[src/rtl/led_pwm_pkg.sv]
`default_nettype none
package led_pwm_pkg;
  localparam int unsigned NUM_CH  = 16;
  localparam int unsigned GS_W    = 16;
  localparam int unsigned CODE_W  = 7;
  localparam int unsigned SCALE_W = 16;
  localparam int unsigned SEG_W   = 7;
  localparam int unsigned SLOT_W  = 9;
  localparam int unsigned ADDR_W  = 8;

  localparam logic [ADDR_W-1:0] CTRL_OFS   = 8'h00;
  localparam logic [ADDR_W-1:0] BRIGHT_OFS = 8'h04;
  localparam logic [ADDR_W-1:0] STATUS_OFS = 8'h08;
  localparam logic [ADDR_W-1:0] DC_BASE    = 8'h40;
  localparam logic [ADDR_W-1:0] GS_BASE    = 8'h80;

  localparam int unsigned CTRL_BLANK_BIT  = 0;
  localparam int unsigned CTRL_SPREAD_BIT = 1;
  localparam int unsigned STAT_CNT_LSB    = 0;
  localparam int unsigned STAT_BLANK_BIT  = 16;
  localparam int unsigned STAT_DONE_BIT   = 17;

  localparam logic              BLANK_RST  = 1'b1;
  localparam logic              SPREAD_RST = 1'b0;
  localparam logic [CODE_W-1:0] CODE_RST   = 7'h00;
  localparam logic [GS_W-1:0]   GS_RST     = 16'h0000;
  localparam logic [GS_W-1:0]   CNT_LAST   = 16'hFFFF;

  localparam logic [SCALE_W-1:0] BC_BASE_TERM = 16'h007F;
  localparam logic [SCALE_W-1:0] BC_STEP_MUL  = 16'h0003;

  localparam logic [1:0] RESP_OKAY   = 2'b00;
  localparam logic [1:0] RESP_SLVERR = 2'b10;
endpackage : led_pwm_pkg
`default_nettype wire

[src/rtl/led_grayscale_pwm_brightness.sv]
`default_nettype none
module led_grayscale_pwm_brightness (
  input  wire logic                                                   aclk,
  input  wire logic                                                   aresetn,
  input  wire logic [led_pwm_pkg::ADDR_W-1:0]                         s_axi_awaddr,
  input  wire logic                                                   s_axi_awvalid,
  output logic                                                        s_axi_awready,
  input  wire logic [31:0]                                            s_axi_wdata,
  input  wire logic [3:0]                                             s_axi_wstrb,
  input  wire logic                                                   s_axi_wvalid,
  output logic                                                        s_axi_wready,
  output logic [1:0]                                                  s_axi_bresp,
  output logic                                                        s_axi_bvalid,
  input  wire logic                                                   s_axi_bready,
  input  wire logic [led_pwm_pkg::ADDR_W-1:0]                         s_axi_araddr,
  input  wire logic                                                   s_axi_arvalid,
  output logic                                                        s_axi_arready,
  output logic [31:0]                                                 s_axi_rdata,
  output logic [1:0]                                                  s_axi_rresp,
  output logic                                                        s_axi_rvalid,
  input  wire logic                                                   s_axi_rready,
  input  wire logic                                                   grayscale_clock,
  output logic [led_pwm_pkg::NUM_CH-1:0]                              sink_channel,
  output logic [led_pwm_pkg::NUM_CH*led_pwm_pkg::SCALE_W-1:0]         scale_code
);
  localparam int unsigned N  = led_pwm_pkg::NUM_CH;
  localparam int unsigned GW = led_pwm_pkg::GS_W;
  localparam int unsigned CW = led_pwm_pkg::CODE_W;
  localparam int unsigned SW = led_pwm_pkg::SCALE_W;
  // bus handshake state
  logic                                  awready_q, awready_d;
  logic                                  wready_q, wready_d;
  logic                                  aw_full_q, aw_full_d;
  logic                                  w_full_q, w_full_d;
  logic [led_pwm_pkg::ADDR_W-1:0]        aw_addr_q, aw_addr_d;
  logic [31:0]                           w_data_q, w_data_d;
  logic [3:0]                            w_strb_q, w_strb_d;
  logic                                  bvalid_q, bvalid_d;
  logic [1:0]                            bresp_q, bresp_d;
  logic                                  arready_q, arready_d;
  logic                                  rvalid_q, rvalid_d;
  logic [31:0]                           rdata_q, rdata_d;
  logic [1:0]                            rresp_q, rresp_d;
  // control latches
  logic                                  blank_q, blank_d;
  logic                                  spread_q, spread_d;
  logic [CW-1:0]                         bright_q, bright_d;
  logic [CW-1:0]                         dc_q [N];
  logic [CW-1:0]                         dc_d [N];
  logic [GW-1:0]                         gs_q [N];
  logic [GW-1:0]                         gs_d [N];
  // grayscale timing
  logic                                  gck_s1_q, gck_s2_q, gck_s3_q;
  logic                                  gck_edge;
  logic [GW-1:0]                         cnt_q, cnt_d;
  logic                                  done_q, done_d;
  logic [N-1:0]                          on_q, on_d;
  logic [SW-1:0]                         scale_q [N];
  logic [SW-1:0]                         scale_d [N];
  function automatic logic [31:0] reg_word(input logic [led_pwm_pkg::ADDR_W-1:0] a);
    logic [31:0] v;
    v = 32'h0000_0000;
    if (a == led_pwm_pkg::CTRL_OFS)
    begin
      v[led_pwm_pkg::CTRL_BLANK_BIT]  = blank_q;
      v[led_pwm_pkg::CTRL_SPREAD_BIT] = spread_q;
    end
    else if (a == led_pwm_pkg::BRIGHT_OFS)
      v[CW-1:0] = bright_q;
    else if (a == led_pwm_pkg::STATUS_OFS)
    begin
      v[led_pwm_pkg::STAT_CNT_LSB +: GW]  = cnt_q;
      v[led_pwm_pkg::STAT_BLANK_BIT]      = blank_q;
      v[led_pwm_pkg::STAT_DONE_BIT]       = done_q;
    end
    else if (a[7:6] == led_pwm_pkg::DC_BASE[7:6] && a[1:0] == 2'h0)
      v[CW-1:0] = dc_q[a[5:2]];
    else if (a[7:6] == led_pwm_pkg::GS_BASE[7:6] && a[1:0] == 2'h0)
      v[GW-1:0] = gs_q[a[5:2]];
    return v;
  endfunction : reg_word
  function automatic logic reg_hit(input logic [led_pwm_pkg::ADDR_W-1:0] a);
    return (a == led_pwm_pkg::CTRL_OFS) || (a == led_pwm_pkg::BRIGHT_OFS)
        || (a == led_pwm_pkg::STATUS_OFS)
        || (a[7:6] == led_pwm_pkg::DC_BASE[7:6] && a[1:0] == 2'h0)
        || (a[7:6] == led_pwm_pkg::GS_BASE[7:6] && a[1:0] == 2'h0);
  endfunction : reg_hit
  // bus slave and control latches
  always_comb
  begin
    logic [31:0] merged;
    logic        do_write;
    merged    = 32'h0000_0000;
    do_write  = aw_full_q && w_full_q && !bvalid_q;
    awready_d = awready_q;
    wready_d  = wready_q;
    aw_full_d = aw_full_q;
    w_full_d  = w_full_q;
    aw_addr_d = aw_addr_q;
    w_data_d  = w_data_q;
    w_strb_d  = w_strb_q;
    bvalid_d  = bvalid_q;
    bresp_d   = bresp_q;
    arready_d = arready_q;
    rvalid_d  = rvalid_q;
    rdata_d   = rdata_q;
    rresp_d   = rresp_q;
    blank_d   = blank_q;
    spread_d  = spread_q;
    bright_d  = bright_q;
    dc_d      = dc_q;
    gs_d      = gs_q;

    if (s_axi_awvalid && awready_q)
    begin
      aw_full_d = 1'b1;
      aw_addr_d = s_axi_awaddr;
      awready_d = 1'b0;
    end
    if (s_axi_wvalid && wready_q)
    begin
      w_full_d  = 1'b1;
      w_data_d  = s_axi_wdata;
      w_strb_d  = s_axi_wstrb;
      wready_d  = 1'b0;
    end
    if (do_write)
    begin
      merged = reg_word(aw_addr_q);
      for (int b = 0; b < 4; b++)
      begin
        if (w_strb_q[b])
          merged[8*b +: 8] = w_data_q[8*b +: 8];
      end
      aw_full_d = 1'b0;
      w_full_d  = 1'b0;
      bvalid_d  = 1'b1;
      bresp_d   = reg_hit(aw_addr_q) ? led_pwm_pkg::RESP_OKAY : led_pwm_pkg::RESP_SLVERR;
      if (aw_addr_q == led_pwm_pkg::CTRL_OFS)
      begin
        blank_d  = merged[led_pwm_pkg::CTRL_BLANK_BIT];
        spread_d = merged[led_pwm_pkg::CTRL_SPREAD_BIT];
      end
      else if (aw_addr_q == led_pwm_pkg::BRIGHT_OFS)
        bright_d = merged[CW-1:0];
      else if (aw_addr_q[7:6] == led_pwm_pkg::DC_BASE[7:6] && aw_addr_q[1:0] == 2'h0)
        dc_d[aw_addr_q[5:2]] = merged[CW-1:0];
      else if (aw_addr_q[7:6] == led_pwm_pkg::GS_BASE[7:6] && aw_addr_q[1:0] == 2'h0)
        gs_d[aw_addr_q[5:2]] = merged[GW-1:0];
    end
    if (bvalid_q && s_axi_bready)
    begin
      bvalid_d  = 1'b0;
      awready_d = 1'b1;
      wready_d  = 1'b1;
    end

    if (s_axi_arvalid && arready_q)
    begin
      arready_d = 1'b0;
      rvalid_d  = 1'b1;
      rdata_d   = reg_word(s_axi_araddr);
      rresp_d   = reg_hit(s_axi_araddr) ? led_pwm_pkg::RESP_OKAY : led_pwm_pkg::RESP_SLVERR;
    end
    if (rvalid_q && s_axi_rready)
    begin
      rvalid_d  = 1'b0;
      arready_d = 1'b1;
    end
  end

  always_ff @(posedge aclk)
  begin
    if (!aresetn)
    begin
      awready_q <= 1'b1;
      wready_q  <= 1'b1;
      aw_full_q <= 1'b0;
      w_full_q  <= 1'b0;
      aw_addr_q <= '0;
      w_data_q  <= 32'h0000_0000;
      w_strb_q  <= 4'h0;
      bvalid_q  <= 1'b0;
      bresp_q   <= led_pwm_pkg::RESP_OKAY;
      arready_q <= 1'b1;
      rvalid_q  <= 1'b0;
      rdata_q   <= 32'h0000_0000;
      rresp_q   <= led_pwm_pkg::RESP_OKAY;
      blank_q   <= led_pwm_pkg::BLANK_RST;
      spread_q  <= led_pwm_pkg::SPREAD_RST;
      bright_q  <= led_pwm_pkg::CODE_RST;
      for (int i = 0; i < N; i++)
      begin
        dc_q[i] <= led_pwm_pkg::CODE_RST;
        gs_q[i] <= led_pwm_pkg::GS_RST;
      end
    end
    else
    begin
      awready_q <= awready_d;
      wready_q  <= wready_d;
      aw_full_q <= aw_full_d;
      w_full_q  <= w_full_d;
      aw_addr_q <= aw_addr_d;
      w_data_q  <= w_data_d;
      w_strb_q  <= w_strb_d;
      bvalid_q  <= bvalid_d;
      bresp_q   <= bresp_d;
      arready_q <= arready_d;
      rvalid_q  <= rvalid_d;
      rdata_q   <= rdata_d;
      rresp_q   <= rresp_d;
      blank_q   <= blank_d;
      spread_q  <= spread_d;
      bright_q  <= bright_d;
      dc_q      <= dc_d;
      gs_q      <= gs_d;
    end
  end

  // pin sync (two stages) plus edge flop; unreset, it tracks the idle-low pin
  always_ff @(posedge aclk)
  begin
    gck_s1_q <= grayscale_clock;
    gck_s2_q <= gck_s1_q;
    gck_s3_q <= gck_s2_q;
  end
  assign gck_edge = gck_s2_q && !gck_s3_q;
  // display period counter; freezes at zero after the 65,536th edge until reblanked
  always_comb
  begin
    cnt_d  = cnt_q;
    done_d = done_q;
    if (blank_q)
    begin
      cnt_d  = led_pwm_pkg::GS_RST;
      done_d = 1'b0;
    end
    else if (gck_edge && !done_q)
    begin
      cnt_d = cnt_q + 16'h0001;
      if (cnt_q == led_pwm_pkg::CNT_LAST)
        done_d = 1'b1;
    end
  end
  always_ff @(posedge aclk)
  begin
    if (!aresetn)
    begin
      cnt_q  <= led_pwm_pkg::GS_RST;
      done_q <= 1'b0;
    end
    else
    begin
      cnt_q  <= cnt_d;
      done_q <= done_d;
    end
  end
  // per-channel drive and current scaling
  for (genvar ch = 0; ch < N; ch++)
  begin : g_chan
    logic [GW-1:0]                     pos;
    logic [led_pwm_pkg::SEG_W-1:0]     seg_rev;
    logic [led_pwm_pkg::SLOT_W-1:0]    slot_len;
    logic                              conv_on;
    logic                              spread_on;

    // position 0..65535 inside the period; segment order is bit-reversed
    assign pos = cnt_q - 16'h0001;
    for (genvar b = 0; b < led_pwm_pkg::SEG_W; b++)
    begin : g_rev
      assign seg_rev[b] = pos[GW-1-b];
    end
    assign slot_len = gs_q[ch][GW-1:led_pwm_pkg::SEG_W];
    assign conv_on = (cnt_q != led_pwm_pkg::GS_RST) && (cnt_q <= gs_q[ch]);
    assign spread_on = (cnt_q != led_pwm_pkg::GS_RST)
                    && ({1'b0, pos[led_pwm_pkg::SLOT_W-1:0]}
                        < ({1'b0, slot_len}
                           + {9'h000, (seg_rev < gs_q[ch][led_pwm_pkg::SEG_W-1:0])}));

    always_comb
    begin
      if (blank_q || done_q)
        on_d[ch] = 1'b0;
      else if (spread_q)
        on_d[ch] = spread_on;
      else
        on_d[ch] = conv_on;
      // (127 + 3*bc) * dc, full scale 64516
      scale_d[ch] = (led_pwm_pkg::BC_BASE_TERM + led_pwm_pkg::BC_STEP_MUL * SW'(bright_q))
                  * SW'(dc_q[ch]);
    end

    always_ff @(posedge aclk)
    begin
      if (!aresetn)
      begin
        on_q[ch]    <= 1'b0;
        scale_q[ch] <= 16'h0000;
      end
      else
      begin
        on_q[ch]    <= on_d[ch];
        scale_q[ch] <= scale_d[ch];
      end
    end

    assign scale_code[ch*SW +: SW] = scale_q[ch];
  end

  assign sink_channel  = on_q;
  assign s_axi_awready = awready_q;
  assign s_axi_wready  = wready_q;
  assign s_axi_bvalid  = bvalid_q;
  assign s_axi_bresp   = bresp_q;
  assign s_axi_arready = arready_q;
  assign s_axi_rvalid  = rvalid_q;
  assign s_axi_rdata   = rdata_q;
  assign s_axi_rresp   = rresp_q;
endmodule : led_grayscale_pwm_brightness
`default_nettype wire

[config.mk]
export PLATFORM = sky130hd
export DESIGN_NAME = led_grayscale_pwm_brightness
export DESIGN_NICKNAME = d
export VERILOG_FILES = /design/src/rtl/led_pwm_pkg.sv /design/src/rtl/led_grayscale_pwm_brightness.sv
export SDC_FILE = /design/constraint.sdc
export NUM_CORES = 2
export LEC_CHECK = 0
export BUFFER_PORTS_ARGS = -buffer_cell sky130_fd_sc_hd__buf_2
export CAP_MARGIN = 15
export CORE_UTILIZATION = 35
export CTS_CLUSTER_DIAMETER = 40
export DETAILED_ROUTE_END_ITERATION = 16
export SYNTH_ARGS = -nofsm -noshare
export SYNTH_HDL_FRONTEND = slang
export SYNTH_SLANG_ARGS = --single-unit
[constraint.sdc]
create_clock -name aclk -period 7.84 [get_ports aclk]
set_clock_uncertainty 0.05 [all_clocks]
set_input_delay 0.392 -clock aclk [delete_from_list [all_inputs] [get_ports aclk]]
set_output_delay 0.392 -clock aclk [all_outputs]
set_load 0.005 [all_outputs]
# Word-level counts from Yosys, hierarchy flattened
# Memories as Yosys holds them, arrays and structs flattened.
# Index checks and enable logic that the tools add are counted.
[word_totals]
ff_bits = 468
ramBits = 256
inputBits = 60
output_inout_bits = 313
word_cells = 341
mem_count = 1
[memory_table]
columns = ["memory", "words", "width", "read_ports", "rd_clocked_by_memory_dff", "write_ports", "line", "text"]
rows = [
  ["scale_q", 16, 16, 16, 0, 16, "led_grayscale_pwm_brightness.sv:58", "logic [SW-1:0] scale_q [N];"],
]
[op_classes]
n_addsub = 19
n_mul = 17
magnitude_cmp = 51
eq_ne = 9
mux = 80
n_bitwise = 22
reduce_logical = 73
[ops]
columns = ["cell", "count"]
rows = [
  ["$mux 16", 31],
  ["$bwmux 256", 1],
  ["$le 16x16->1", 16],
  ["$mul 16x7->16", 15],
  ["$add 9x1->10", 16],
  ["$lt 9x10->1", 16],
  ["$bmux 16 s4", 2],
  ["$bwmux 112", 1],
  ["$lt 7x7->1", 16],
  ["$demux 16 s4", 1],
  ["$mux 7", 9],
  ["$bmux 7 s4", 2],
  ["$logic_and 1x1->1", 46],
  ["$mux 8", 4],
  ["$demux 7 s4", 1],
  ["$mux 9", 3],
  ["$mux 1", 18],
  ["$add 16x1->16 const B", 1],
  ["$eq 16x16->1 const B", 1],
  ["$eq 8x3->1 const B", 2],
  ["$eq 8x4->1 const B", 2],
  ["$logic_not 8->1", 2],
  ["$mul 10x7->16", 1],
  ["$or 1x1->1", 16],
  ["21 further kinds", 48],
]

# Logic depth before layout (Yosys ltp)
[logic_depth]
depth_word = 17
mapped_depth = 29
ltp_nobuf = 25

# Worst setup path before layout
# OpenSTA, ideal clock, no wires.
[synth_timing]
path_kind = "flip-flop to flip-flop"
startpoint = "register bright_q[0]"
endpoint = "memory scale_q[8][14] in the netlist's numbering"
setup_time_ns = 0.128
t_arrival_ns = 6.168
required_ns = 7.662
path_slack_ns = 1.494
stages_incl_launch_ff = 28
n_path_buf = 4
period_less_slack_ns = 6.346
path_cell_list = "dfxtp_1 -> buf_2 -> inv_1 -> clkbuf_1 -> ha_1 -> inv_1 -> ha_1 -> a21o_1 -> a21oi_1 -> o21bai_1 -> a21oi_1 -> xnor2_1 -> clkbuf_1 -> clkbuf_1 -> nand2_1 -> fa_1 -> inv_1 -> fa_1 -> fa_1 -> inv_1 -> fa_1 -> inv_1 -> ha_1 -> a21oi_1 -> o22ai_1 -> o41ai_1 -> mux2i_1 -> nand4_1"
[synth_rtl]
columns = ["element", "line", "text"]
rows = [
  ["start: declaration", "led_grayscale_pwm_brightness.sv:47", "logic [CW-1:0] bright_q, bright_d;"],
  ["start signal: assignment", "led_grayscale_pwm_brightness.sv:191", "bright_q <= led_pwm_pkg::CODE_RST;"],
  ["start signal: assignment", "led_grayscale_pwm_brightness.sv:215", "bright_q <= bright_d;"],
  ["end: declaration", "led_grayscale_pwm_brightness.sv:58", ""],
]

==> qor.yml <==
status: "finished, final reports clean"
dieArea_sq_mm: 0.230
avgRoutedWirePerCell_microns: 22.4
yosysTopAreaCell: "dfxtp_1"
multi_input_area_sq_mm: 0.0593
synth_top_area_frac: 0.181
die_x_microns: 479
cp_data_required_time_ns: 8.47
num-nets-final: 11000
worst_setup_path_end_kind: "register"
grt_pass1_wl_microns: 424000
synth_ff_type: "dfxtp_1"
final_cell_mix: "ha_1, nand2_1, inv_1, dfxtp_1, and2_1"
ys_ff_latch: 722
place_congestion: 0.975
cts_resized: 0
final_common_cell: "ha_1"
fillers: 22400
rsz0062_at_grt: "false"
antenna_found_initial: 9
grt_pass1_vias: 69400
cts_tree: "yes"
grt_max_degree: 211
syn_to_final_growth_pct: 13.6
start_kind: "register"
netlist-cell-type-count: 90
p_switching_uw: 3050
cts_buffer_depth: 3
drt_wl_total_microns: 279000
layout-drive-gt1-share: 0.119
ys_warn_count: 0
ir_drop_uv: 207
vias: 70200
cap_violations: 0
final_antenna_net_count: 0
die_h_microns: 479
grt_usage: 0.239
worst_slew_pin_slew_ns: 1.23
io_pins: 373
first_iter_violations: 5975
numCtsBuffers: 159
min_path_type: "in -> reg"
netlist_area_sq_mm: 0.0797
cp_max_fo: 36
period_needed_ns: 6.99
setup_viol: 0
seqCellArea_sq_mm: 0.0145
clk_pin_slew_worst_paths_ns: 0.05
clock.fmax_mhz: 143
port_buffers: 338
root_buffer: "clkbuf_16"
power_frac_comb: 0.051
insertion_delay_ns: 0.84
clock-sinks: 722
sw_frac_of_total: 0.268
drc_errors: 0
cp.arrival_ns: 7.62
synth_cells: 9183
hpwl_microns: 207000
viasPerCell: 5.65
fin_crit_sh: 0.891
synth_area_per_cell_sq_um: 8.68
synth_edf_count: 0
critPathKind: "reg -> reg"
p_leak_uw: 0.0406
synth_area_leaders: "dfxtp_1, ha_1, fa_1"
core_area_sq_mm: 0.226
power.total_uw: 11400
setup_tns_ns: 0
hold_viol: 0
yosysSeqAreaShare: 0.181
pwr-share-seq: 0.326
async_flop_share: 0
relSlewSlack: 0.176
htreeDepth: 4
p_int_uw: 8330
cts_setup_buffers: 0
grt_overflow: 0
start_util: 0.353
power.density_mw_per_mm2: 126
slew_viol_final: 0
clkPwrFrac: 0.623
row_count: 174
drtPass1Iterations: 8
-- path summary, 6_finish.rpt --
check | slack [ns] | end | cells after the start | start
worst max register to register | 0.85 | scale_q[13][14] | 27 | bright_q[2]
worst max-delay path | 0.85 | scale_q[13][14] | 27 | bright_q[2]
worst min-delay path | 0.14 | s_axi_rdata[1] | 4 | s_axi_arvalid
worst min register to register | 0.28 | gck_s2_q | 0 | gck_s1_q
-- power groups by stage --
stage | Clock (uW) | Combinational [uW] | Sequential (uW)
2_1_floorplan | 0 | 355 | 3770
3_3_place_gp | 0 | 534 | 3780
3_5_place_dp | 0 | 539 | 3790
4_1_cts | 7200 | 557 | 3710
5_1_grt | 7370 | 598 | 3710
6_report | 7090 | 578 | 3710
-- cell usage after synthesis (all sizes together), types with 124 or more instances --
master	count
ha	1072
a31oi	165
nor2	510
a21oi	350
a211oi	179
dfxtp	722
and2	558
clkbuf	508
mux4	191
a21o	141
nand3	255
nand2	983
inv	954
nand4b	124
fa	544
o21ai	244
xnor2	195
-- critical path: stages, from the launching register on --
cell and delay (ns):
dfxtp_1 0.46, inv_1 0.13, ha_1 0.29, inv_1 0.04, ha_1 0.26, a21o_1 0.19
a21oi_1 0.29, o21bai_1 0.10, a21oi_1 0.38, xnor2_2 0.15, buf_12 0.20, buf_4 0.26
and2_1 0.21, fa_1 0.54, inv_1 0.06, fa_1 0.53, inv_1 0.05, fa_1 0.47
inv_1 0.05, fa_1 0.47, inv_1 0.04, ha_1 0.30, o21a_1 0.15, o21a_1 0.20
a2bb2oi_1 0.16, a41oi_1 0.40, nor4_1 0.08, a211o_1 0.30
-- metal layers --
metal | up-vias | track usage | wire length [microns]
met1 | 34400 | 0.312 | 118000
li1 | 32200 | - | -
met4 | 2 | 0.115 | 14400
met3 | 711 | 0.0412 | 21400
met5 | - | 0 | 13
met2 | 2877 | 0.381 | 125000
-- cell type report --
type	count	area share
multi-input combinational	6891	0.655
sequential	722	0.160
clock buffer	186	0.0469
tap	2992	0.0414
timing repair buffer	559	0.0408
inverter	955	0.0397
clock inverter	112	0.0161
antenna	6	0.000166
-- kinds of logic (layout without fill, tap and decap cells) --
group,count (synthesis),count (layout),synth area share
fa+ha+maj,1616,1616,0.305
flops,722,722,0.181
mux,288,288,0.0664
simple gates,3012,3012,0.193
compound gates,1680,1680,0.145
xor+xnor,279,279,0.0307
other cells,1,22,0.0000470
buf+inv,1585,1812,0.0783
-- flip-flops by register name, summed over array words and instances, names as in the netlist, 2 cells and up --
register	count
scale_q	256
g_chan.slot_len	144
dc_q	112
gs_q	112
s_axi_rdata	18
cnt_q	16
sink_channel	16
w_data_q	16
aw_addr_q	8
bright_q	7
w_strb_q	2
-- what timing repair did --
item,in CTS,in global routing
endpoints found under the hold margin,60,0
hold buffers,42,0
setup endpoints to repair,0,0
-- stage by stage --
step | setup slack, ns | utilization | instance area, sq um | instances | hold WS, ns
floorplan | 1.49 | - | 79800 | 9198 | 0.260
global placement | 0.968 | 0.374 | 84300 | 12100 | 0.267
detailed placement | 0.950 | 0.374 | 84300 | 12100 | 0.270
CTS | 0.910 | 0.401 | 90400 | 12400 | 0.0840
global route | 0.545 | 0.401 | 90500 | 12400 | 0.154
finish | 0.853 | 0.401 | 90500 | 12400 | 0.136
No activity file was read; power rests on OpenSTA's default activity.
